## config.mk

```make
export PLATFORM = sky130hd
export DESIGN_NAME = half_bridge_serial_control
export DESIGN_NICKNAME = d
export VERILOG_FILES = /design/src/design/hb_serial_pkg.sv /design/src/design/serial_sync.sv /design/src/design/half_bridge_serial_control.sv
export SDC_FILE = /design/constraint.sdc
export NUM_CORES = 1
export LEC_CHECK = 0
export ABC_AREA = 0
export BUFFER_PORTS_ARGS = -buffer_cell sky130_fd_sc_hd__buf_2
export CAP_MARGIN = 10
export CORE_UTILIZATION = 40
export DETAILED_ROUTE_END_ITERATION = 16
export SYNTH_ARGS = -nofsm -noshare
export SYNTH_HDL_FRONTEND = slang
export SYNTH_SLANG_ARGS = --single-unit
```

## constraint.sdc

```tcl
create_clock -name clk_sys -period 14.2 [get_ports clk_sys]
set_input_delay 2.84 -clock clk_sys [delete_from_list [all_inputs] [get_ports clk_sys]]
set_output_delay 2.84 -clock clk_sys [all_outputs]
set_load 0.01 [all_outputs]
```

## src/design/hb_serial_pkg.sv

```systemverilog
package hb_serial_pkg;

    localparam int WORD_W = 16;
    localparam int CNT_W = 4;
    localparam int BRIDGES = 10;
    localparam int LOW_N = 6;
    localparam int HIGH_N = 4;

    // Control word fields, same layout for both groups.
    localparam int CTL_CLEAR = 15;
    localparam int CTL_GROUP = 14;
    localparam int CTL_OLSD = 13;
    localparam int CTL_EN_LSB = 7;
    localparam int CTL_CNF_LSB = 1;
    localparam int CTL_OVERVOLTAGE_LOCKOUT_ENABLE = 0;

    // Diagnosis word fields.
    localparam int DIAG_OC = 15;
    localparam int DIAG_PSF = 14;
    localparam int DIAG_OLD = 13;
    localparam int DIAG_ACT_LSB = 7;
    localparam int DIAG_CNF_LSB = 1;
    localparam int DIAG_TW = 0;

    localparam logic [WORD_W-1:0] CTL_RESET = 16'h0000;
    localparam logic [WORD_W-1:0] WORD_ZERO = 16'h0000;
    localparam logic [CNT_W-1:0] CNT_ZERO = 4'h0;
    localparam logic [CNT_W-1:0] CNT_ONE = 4'h1;
    localparam logic [BRIDGES-1:0] BRIDGES_OFF = 10'h000;
    localparam logic [BRIDGES-1:0] LOW_MASK = 10'h03F;
    localparam logic [BRIDGES-1:0] HIGH_MASK = 10'h3C0;

    localparam int GRP_LOW = 0;
    localparam int GRP_HIGH = 1;

    typedef struct packed {
        logic sel_n;
        logic sclk;
        logic sdi;
    } serial_pins_t;

    // Levels that the host holds on the pins between frames.
    localparam serial_pins_t PINS_IDLE = '{sel_n: 1'b1, sclk: 1'b0, sdi: 1'b0};

    typedef struct packed {
        logic [BRIDGES-1:0] overcurrent;
        logic [BRIDGES-1:0] open_load;
        logic thermal_shutdown;
        logic thermal_warning;
        logic undervoltage;
        logic overvoltage;
    } fault_in_t;

    localparam int SYNC_W = $bits(serial_pins_t) + $bits(fault_in_t);
    localparam logic [SYNC_W-1:0] SYNC_RESET = {PINS_IDLE, {$bits(fault_in_t){1'b0}}};

    typedef enum {
        LINK_IDLE,
        LINK_SHIFT
    } link_state_t;

    // Spreads one per-group bit over the ten bridges.
    function automatic logic [BRIDGES-1:0] group_spread(input logic low_bit, input logic high_bit);
        group_spread = {{HIGH_N{high_bit}}, {LOW_N{low_bit}}};
    endfunction

endpackage

```

## src/design/serial_sync.sv

```systemverilog
`timescale 1ns/100ps

module serial_sync
    import hb_serial_pkg::*;
#(
    parameter int WIDTH = SYNC_W,
    parameter logic [WIDTH-1:0] RESET_VALUE = '0
) (
    input wire logic clk_sys,
    input wire logic sys_rst,
    input wire logic [WIDTH-1:0] async_in,
    output logic [WIDTH-1:0] sync_out
);

    // The first stage feeds only the second; metastability settles there.
    logic [WIDTH-1:0] meta_reg;

    always_ff @(posedge clk_sys or posedge sys_rst) begin
        if (sys_rst) begin
            // Resetting to the idle pin levels keeps a false edge from following reset.
            meta_reg <= RESET_VALUE;
            sync_out <= RESET_VALUE;
        end else begin
            meta_reg <= async_in;
            sync_out <= meta_reg;
        end
    end

endmodule

```

## src/design/half_bridge_serial_control.sv

```systemverilog
`timescale 1ns/100ps

module half_bridge_serial_control
    import hb_serial_pkg::*;
(
    input wire logic clk_sys,
    input wire logic sys_rst,
    input wire serial_pins_t pins,
    input wire fault_in_t faults,
    output logic serial_out,
    output logic serial_out_oe,
    output logic [BRIDGES-1:0] bridge_active,
    output logic [BRIDGES-1:0] bridge_high_select,
    output logic frame_error
);

    ////////////////////////////////////////////////////////////////////////////
    // Input synchronisation and pin edges.

    logic [SYNC_W-1:0] sync_bus;
    serial_pins_t pins_s;
    fault_in_t faults_s;

    serial_sync #(
        .WIDTH(SYNC_W),
        .RESET_VALUE(SYNC_RESET)
    ) u_sync (
        .clk_sys(clk_sys),
        .sys_rst(sys_rst),
        .async_in({pins, faults}),
        .sync_out(sync_bus)
    );

    assign {pins_s, faults_s} = sync_bus;

    logic sel_n_dly_reg;
    logic sclk_dly_reg;

    always_ff @(posedge clk_sys or posedge sys_rst) begin
        if (sys_rst) begin
            sel_n_dly_reg <= 1'b1;
            sclk_dly_reg <= 1'b0;
        end else begin
            sel_n_dly_reg <= pins_s.sel_n;
            sclk_dly_reg <= pins_s.sclk;
        end
    end

    wire sel_fall = sel_n_dly_reg & ~pins_s.sel_n;
    wire sel_rise = ~sel_n_dly_reg & pins_s.sel_n;
    wire sclk_fall = sclk_dly_reg & ~pins_s.sclk;
    wire sclk_rise = ~sclk_dly_reg & pins_s.sclk;

    ////////////////////////////////////////////////////////////////////////////
    // Frame engine.

    link_state_t state_reg;
    link_state_t state_next;
    logic [WORD_W-1:0] shift_in_reg;
    logic [WORD_W-1:0] shift_out_reg;
    logic [CNT_W-1:0] bit_cnt_reg;
    logic got_edge_reg;
    logic [WORD_W-1:0] ctl_low_reg;
    logic [WORD_W-1:0] ctl_high_reg;
    logic group_reg;
    logic [1:0] oc_flag_reg;
    logic [1:0] old_flag_reg;
    logic tsd_flag_reg;
    logic [BRIDGES-1:0] oc_off_reg;
    logic [BRIDGES-1:0] ol_off_reg;

    wire shifting = (state_reg == LINK_SHIFT);
    wire frame_end = shifting & sel_rise;
    wire frame_good = got_edge_reg & (bit_cnt_reg == CNT_ZERO);
    wire apply_w = frame_end & frame_good;
    wire new_group = shift_in_reg[CTL_GROUP];
    wire clear_cmd = apply_w & shift_in_reg[CTL_CLEAR];
    wire clear_low = clear_cmd & ~new_group;
    wire clear_high = clear_cmd & new_group;
    wire [BRIDGES-1:0] clear_mask = (clear_low ? LOW_MASK : BRIDGES_OFF) | (clear_high ? HIGH_MASK : BRIDGES_OFF);

    always_comb begin
        state_next = state_reg;
        case (state_reg)
            LINK_IDLE: begin
                if (sel_fall) begin
                    state_next = LINK_SHIFT;
                end
            end
            LINK_SHIFT: begin
                if (sel_rise) begin
                    state_next = LINK_IDLE;
                end
            end
            default: begin
                state_next = LINK_IDLE;
            end
        endcase
    end

    always_ff @(posedge clk_sys or posedge sys_rst) begin
        if (sys_rst) begin
            state_reg <= LINK_IDLE;
        end else begin
            state_reg <= state_next;
        end
    end

    // Only the last sixteen bits survive; longer frames simply shift older bits out.
    always_ff @(posedge clk_sys or posedge sys_rst) begin
        if (sys_rst) begin
            shift_in_reg <= WORD_ZERO;
            bit_cnt_reg <= CNT_ZERO;
            got_edge_reg <= 1'b0;
        end else if (sel_fall) begin
            bit_cnt_reg <= CNT_ZERO;
            got_edge_reg <= 1'b0;
        end else if (shifting && sclk_fall) begin
            shift_in_reg <= {shift_in_reg[WORD_W-2:0], pins_s.sdi};
            bit_cnt_reg <= bit_cnt_reg + CNT_ONE;
            got_edge_reg <= 1'b1;
        end
    end

    always_ff @(posedge clk_sys or posedge sys_rst) begin
        if (sys_rst) begin
            frame_error <= 1'b0;
        end else begin
            frame_error <= frame_end & ~frame_good;
        end
    end

    ////////////////////////////////////////////////////////////////////////////
    // Control registers, one per group.

    always_ff @(posedge clk_sys or posedge sys_rst) begin
        if (sys_rst) begin
            ctl_low_reg <= CTL_RESET;
            ctl_high_reg <= CTL_RESET;
            group_reg <= 1'b0;
        end else if (apply_w) begin
            group_reg <= new_group;
            if (new_group) begin
                ctl_high_reg <= shift_in_reg;
            end else begin
                ctl_low_reg <= shift_in_reg;
            end
        end
    end

    wire [BRIDGES-1:0] enable_vec = {ctl_high_reg[CTL_EN_LSB +: HIGH_N], ctl_low_reg[CTL_EN_LSB +: LOW_N]};
    wire [BRIDGES-1:0] cnf_vec = {ctl_high_reg[CTL_CNF_LSB +: HIGH_N], ctl_low_reg[CTL_CNF_LSB +: LOW_N]};
    wire [BRIDGES-1:0] olsd_mask = group_spread(ctl_low_reg[CTL_OLSD], ctl_high_reg[CTL_OLSD]);
    wire overvoltage_lockout_enable_enable = ctl_low_reg[CTL_OVERVOLTAGE_LOCKOUT_ENABLE] | ctl_high_reg[CTL_OVERVOLTAGE_LOCKOUT_ENABLE];
    wire psf_level = faults_s.undervoltage | faults_s.overvoltage;
    wire psf_off = faults_s.undervoltage | (faults_s.overvoltage & overvoltage_lockout_enable_enable);

    ////////////////////////////////////////////////////////////////////////////
    // Fault latches. A fault arriving with its clear is kept: set wins.

    wire [BRIDGES-1:0] oc_ev = faults_s.overcurrent;
    wire [BRIDGES-1:0] ol_ev = faults_s.open_load;
    wire [BRIDGES-1:0] ol_shut_ev = ol_ev & olsd_mask;

    always_ff @(posedge clk_sys or posedge sys_rst) begin
        if (sys_rst) begin
            oc_off_reg <= BRIDGES_OFF;
            ol_off_reg <= BRIDGES_OFF;
            oc_flag_reg <= 2'h0;
            old_flag_reg <= 2'h0;
            tsd_flag_reg <= 1'b0;
        end else begin
            oc_off_reg <= (oc_off_reg & ~clear_mask) | oc_ev;
            ol_off_reg <= (ol_off_reg & ~clear_mask) | ol_shut_ev;
            oc_flag_reg[GRP_LOW] <= (oc_flag_reg[GRP_LOW] & ~clear_low) | (|oc_ev[LOW_N-1:0]);
            oc_flag_reg[GRP_HIGH] <= (oc_flag_reg[GRP_HIGH] & ~clear_high) | (|oc_ev[BRIDGES-1:LOW_N]);
            old_flag_reg[GRP_LOW] <= (old_flag_reg[GRP_LOW] & ~clear_low) | (|ol_ev[LOW_N-1:0]);
            old_flag_reg[GRP_HIGH] <= (old_flag_reg[GRP_HIGH] & ~clear_high) | (|ol_ev[BRIDGES-1:LOW_N]);
            tsd_flag_reg <= (tsd_flag_reg & ~clear_cmd) | faults_s.thermal_shutdown;
        end
    end

    // No per-bridge thermal sensor is seen here, so thermal shutdown turns every bridge off.
    wire global_off = psf_off | tsd_flag_reg;
    wire [BRIDGES-1:0] latched_off = oc_off_reg | ol_off_reg;
    wire [BRIDGES-1:0] active_next = enable_vec & ~latched_off & ~{BRIDGES{global_off}};

    always_ff @(posedge clk_sys or posedge sys_rst) begin
        if (sys_rst) begin
            bridge_active <= BRIDGES_OFF;
            bridge_high_select <= BRIDGES_OFF;
        end else begin
            bridge_active <= active_next;
            bridge_high_select <= cnf_vec;
        end
    end

    ////////////////////////////////////////////////////////////////////////////
    // Diagnosis word and serial output.

    logic [WORD_W-1:0] diag_low_w;
    logic [WORD_W-1:0] diag_high_w;

    always_comb begin
        diag_low_w = WORD_ZERO;
        diag_low_w[DIAG_OC] = oc_flag_reg[GRP_LOW];
        diag_low_w[DIAG_PSF] = psf_level;
        diag_low_w[DIAG_OLD] = old_flag_reg[GRP_LOW];
        diag_low_w[DIAG_ACT_LSB +: LOW_N] = bridge_active[LOW_N-1:0];
        diag_low_w[DIAG_CNF_LSB +: LOW_N] = bridge_high_select[LOW_N-1:0];
        diag_low_w[DIAG_TW] = faults_s.thermal_warning;
        diag_high_w = WORD_ZERO;
        diag_high_w[DIAG_OC] = oc_flag_reg[GRP_HIGH];
        diag_high_w[DIAG_PSF] = psf_level;
        diag_high_w[DIAG_OLD] = old_flag_reg[GRP_HIGH];
        diag_high_w[DIAG_ACT_LSB +: HIGH_N] = bridge_active[BRIDGES-1:LOW_N];
        diag_high_w[DIAG_CNF_LSB +: HIGH_N] = bridge_high_select[BRIDGES-1:LOW_N];
        diag_high_w[DIAG_TW] = faults_s.thermal_warning;
    end

    wire [WORD_W-1:0] diag_sel = group_reg ? diag_high_w : diag_low_w;

    // The word is frozen at select fall so the host reads one consistent snapshot.
    always_ff @(posedge clk_sys or posedge sys_rst) begin
        if (sys_rst) begin
            serial_out <= 1'b0;
            serial_out_oe <= 1'b0;
            shift_out_reg <= WORD_ZERO;
        end else if (sel_fall) begin
            serial_out_oe <= 1'b1;
            serial_out <= tsd_flag_reg;
            shift_out_reg <= diag_sel;
        end else if (frame_end) begin
            serial_out_oe <= 1'b0;
            serial_out <= 1'b0;
        end else if (shifting && sclk_rise) begin
            serial_out <= shift_out_reg[WORD_W-1];
            shift_out_reg <= {shift_out_reg[WORD_W-2:0], 1'b0};
        end
    end
endmodule

```

==> metrics.csv <==
stage;metric;value;unit
floorplanning;starting utilization of the core area;41.2;%
setup_path;CP Depth;3;
drt;routed wire length;10200;µm
clock_network;CTS hold repair buffers;0;
global_route;sum of overflow across all layers after global routing;0;
place;detailed placement HPWL;6590;µm
global_route;pin count of the biggest net entering global routing;95;
yosys;Yosys warning total;0;
yosys;syn avg cell area;16.5;µm²
sta;count of endpoints failing hold in the final timing report;0;
job;number of violations of the max-capacitance limit;0;
sta;slew margin rel.;39.4;%
hold_path;hold path depth;0;
floorplanning;number of ports placed on the die boundary;52;
global_route;Global Route Usage Sum;14.8;%
floorplanning;num rows;44;
setup_path;Setup crit end kind;asynchronous set/reset pin;
sta;Max Clock Freq;249;MHz
setup_path;Worst Path Required;14.63;ns
clock_network;TritonCTS Buffers;17;
setup_path;critical path data arrival time;4.44;ns
sta;Min Hold Slack;0.349;ns
setup_path;CP max-delay cell;buf_4;
sta;number of setup violations in the final report;0;
place;DP Cell Count;588;
sta;Pins Over Slew Limit;0;
drt;vias per cell;4.94;
sta;post-layout minimum cycle time;4.01;ns
clock_network;post-cts gate resize count;0;
global_route;via count of the first global-routing pass;3178;
yosys;Cells after Synth;364;
setup_path;worst-case reg-to-reg path depth;3;
setup_path;family with the most delay on the worst path;buffers and inverters;
sta;RSZ-0062 raised after global routing;false;
clock_network;Setup Fix Bufs, Post-CTS;0;
sta;Post-Route Setup TNS;0;ns
cells_and_area;most common library cell in the layout ignoring fill and taps;dfrtp_1;
setup_path;startpoint kind of the worst setup timing path;primary input;
drt;Starting DRT DRC Count;148;
yosys;count of different cell masters after synthesis;42;
global_route;initial antenna violation count;0;
setup_path;worst path buffer plus inverter count;3;
drt;total number of vias;3063;
setup_path;type of the setup path with the least slack;in2async;
cells_and_area;ratio of cells with drive above 1 in the final layout;36.5;%
drt;post-route antenna net violation count;0;
hold_path;worst min path class;reg2reg;
sta;worst setup skew after layout;0.00845;ns
place;GP Congestion;0.777;
setup_path;Max FO, Critical Path;94;
clock_network;H-Tree Depth;4;
cells_and_area;count of non-filler cells in the finished layout;620;
cells_and_area;top library cells by usage in the layout, fill and taps aside;164 x dfrtp_1, 51 x buf_2, 45 x mux2_2;
cells_and_area;net count reported at finish;454;
floorplanning;die outline width;125;µm
yosys;cell area after technology mapping;6010;µm²
cells_and_area;utilization of the core after routing;47.8;%
sta;ratio of final minimum period to clock period;28.2;%
yosys;portion of the post-synthesis area used by sequential elements;69.6;%
floorplanning;Die Outline Area;15500;µm²
yosys;flop and latch count out of synthesis;167;
floorplanning;area of the core;14600;µm²
drt;average routed wire per standard cell;16.5;µm
clock_network;TritonCTS clock tree;done;
setup_path;worst-path cell chain;buf_2, inv_6, buf_4;
sta;actual slew at the worst max-slew pin;0.910;ns
place;Placed Area;6390;µm²
cells_and_area;cell area after layout;6980;µm²
cells_and_area;layout overhead on the synthesized area;16.1;%
power;ratio of total power to cell area;153;nW/µm²
clock_network;maximum buffer depth of the clock tree;2;
clock_network;TritonCTS Sinks;167;
power;standby leakage power;0.00330;µW
place;number of buffer cells added on primary ports;51;
power;Max IR drop VDD;0.0924;mV
drt;number of search-and-repair iterations in the first detailed-routing pass;5;
setup_path;largest stage delay on the critical path;0.82;ns
clock_network;clock latency at the later pin of the worst-skew pair;0.43;ns
global_route;wire length of the first global-routing pass;17400;µm
drt;number of design rule violations left after detail routing;0;
yosys;nets in the synthesized netlist;395;
cells_and_area;number of antenna repair diodes;0;
floorplanning;vertical die dimension;125;µm
clock_network;clock tree root buffer cell;clkbuf_16;
clock_network;register clock-pin slew on the reported worst setup and hold paths;0.07;ns
status;outcome;finished clean;
==> cells by family (layout without fill, tap and decap cells) <==
group,Yosys count,in the layout,share of synthesized area [%]
AO/OA/AOI/OAI,38,38,4.69
adder cells (fa/ha/maj),3,3,0.583
buffers and inverters,25,97,2.73
multiplexers,78,78,14.9
XOR/XNOR,2,2,0.292
flip-flops,167,167,69.6
AND/OR/NAND/NOR,51,51,7.21
==> metal layers <==
metal	routed length (µm)	vias up	track usage (%)
met5	0	-	0
met4	146	0	5.53
met3	431	15	5.11
met2	4640	66	21.9
met1	5020	1569	20.0
li1	-	1413	-
==> area by class of cell <==
| class | count | area (µm²) |
|---|---|---|
| clock inverters | 14 | 148 |
| well taps | 184 | 230 |
| clock buffers | 18 | 439 |
| inverters | 13 | 53.8 |
| fillers | 1239 | 7610 |
| multi-input cells | 172 | 1660 |
| repair buffers | 52 | 263 |
| flip-flops and latches | 167 | 4180 |
==> worst reg2reg max path, delay by kind of cell, from the launching register on <==
family,cells,cell delay [ns]
DFF,1,0.70
muxes,1,0.42
and+or+nand+nor,2,0.83
==> cells in the mapped netlist (all sizes together) <==
cell type / instances / area (µm²)
buf: 12 / 115
a21o: 15 / 113
xor2: 1 / 8.76
dfrtp: 164 / 4100
nor2: 11 / 48.8
nor4b: 10 / 87.6
nor2b: 1 / 13.8
or2b: 1 / 11.3
nand4bb: 1 / 11.3
or3: 1 / 6.26
or4: 2 / 15.0
maj3: 1 / 10.0
o211ai: 1 / 21.3
and3b: 1 / 8.76
nand4: 1 / 12.5
nand4b: 3 / 41.3
mux2i: 21 / 210
nor4: 2 / 12.5
or4bb: 2 / 25.0
a21oi: 5 / 25.0
dfstp: 3 / 78.8
mux2: 57 / 683
inv: 13 / 48.8
ha: 2 / 25.0
and4bb: 3 / 37.5
a22o: 10 / 87.6
o21ai: 7 / 35.0
xnor2: 1 / 8.76
nand2: 5 / 18.8
nand3: 3 / 27.5
nand3b: 3 / 38.8
nor3: 1 / 16.3
==> metrics by stage <==
stage / total power, µW / setup WS (ns)
after floorplan: 605 / 6.85
after global placement: 626 / 9.70
after detailed placement: 630 / 9.64
after CTS: 1080 / 10.11
after global routing: 1120 / 9.87
final: 1070 / 10.19
==> worst paths after layout <==
| check | startpoint | to | slack, ns |
|---|---|---|---|
| min reg2reg | u_sync.meta_reg[6] | u_sync.sync_out[6] | 0.35 |
| max reg2reg | u_sync.sync_out[26] | ctl_low_reg[8] | 12.13 |
| max | sys_rst | got_edge_reg | 10.19 |
| min | u_sync.meta_reg[6] | u_sync.sync_out[6] | 0.35 |
| min in group asynchronous | sys_rst | u_sync.meta_reg[21] | 2.58 |
| max in group clk_sys | bridge_active[6] | bridge_active[6] | 10.36 |
==> report_power, final <==
group / switching, µW / internal [µW]
registers: 25.0 / 517
clock network: 210 / 241
logic: 36.5 / 40.2
total: 272 / 798
No activity file was read; power rests on OpenSTA's default activity.
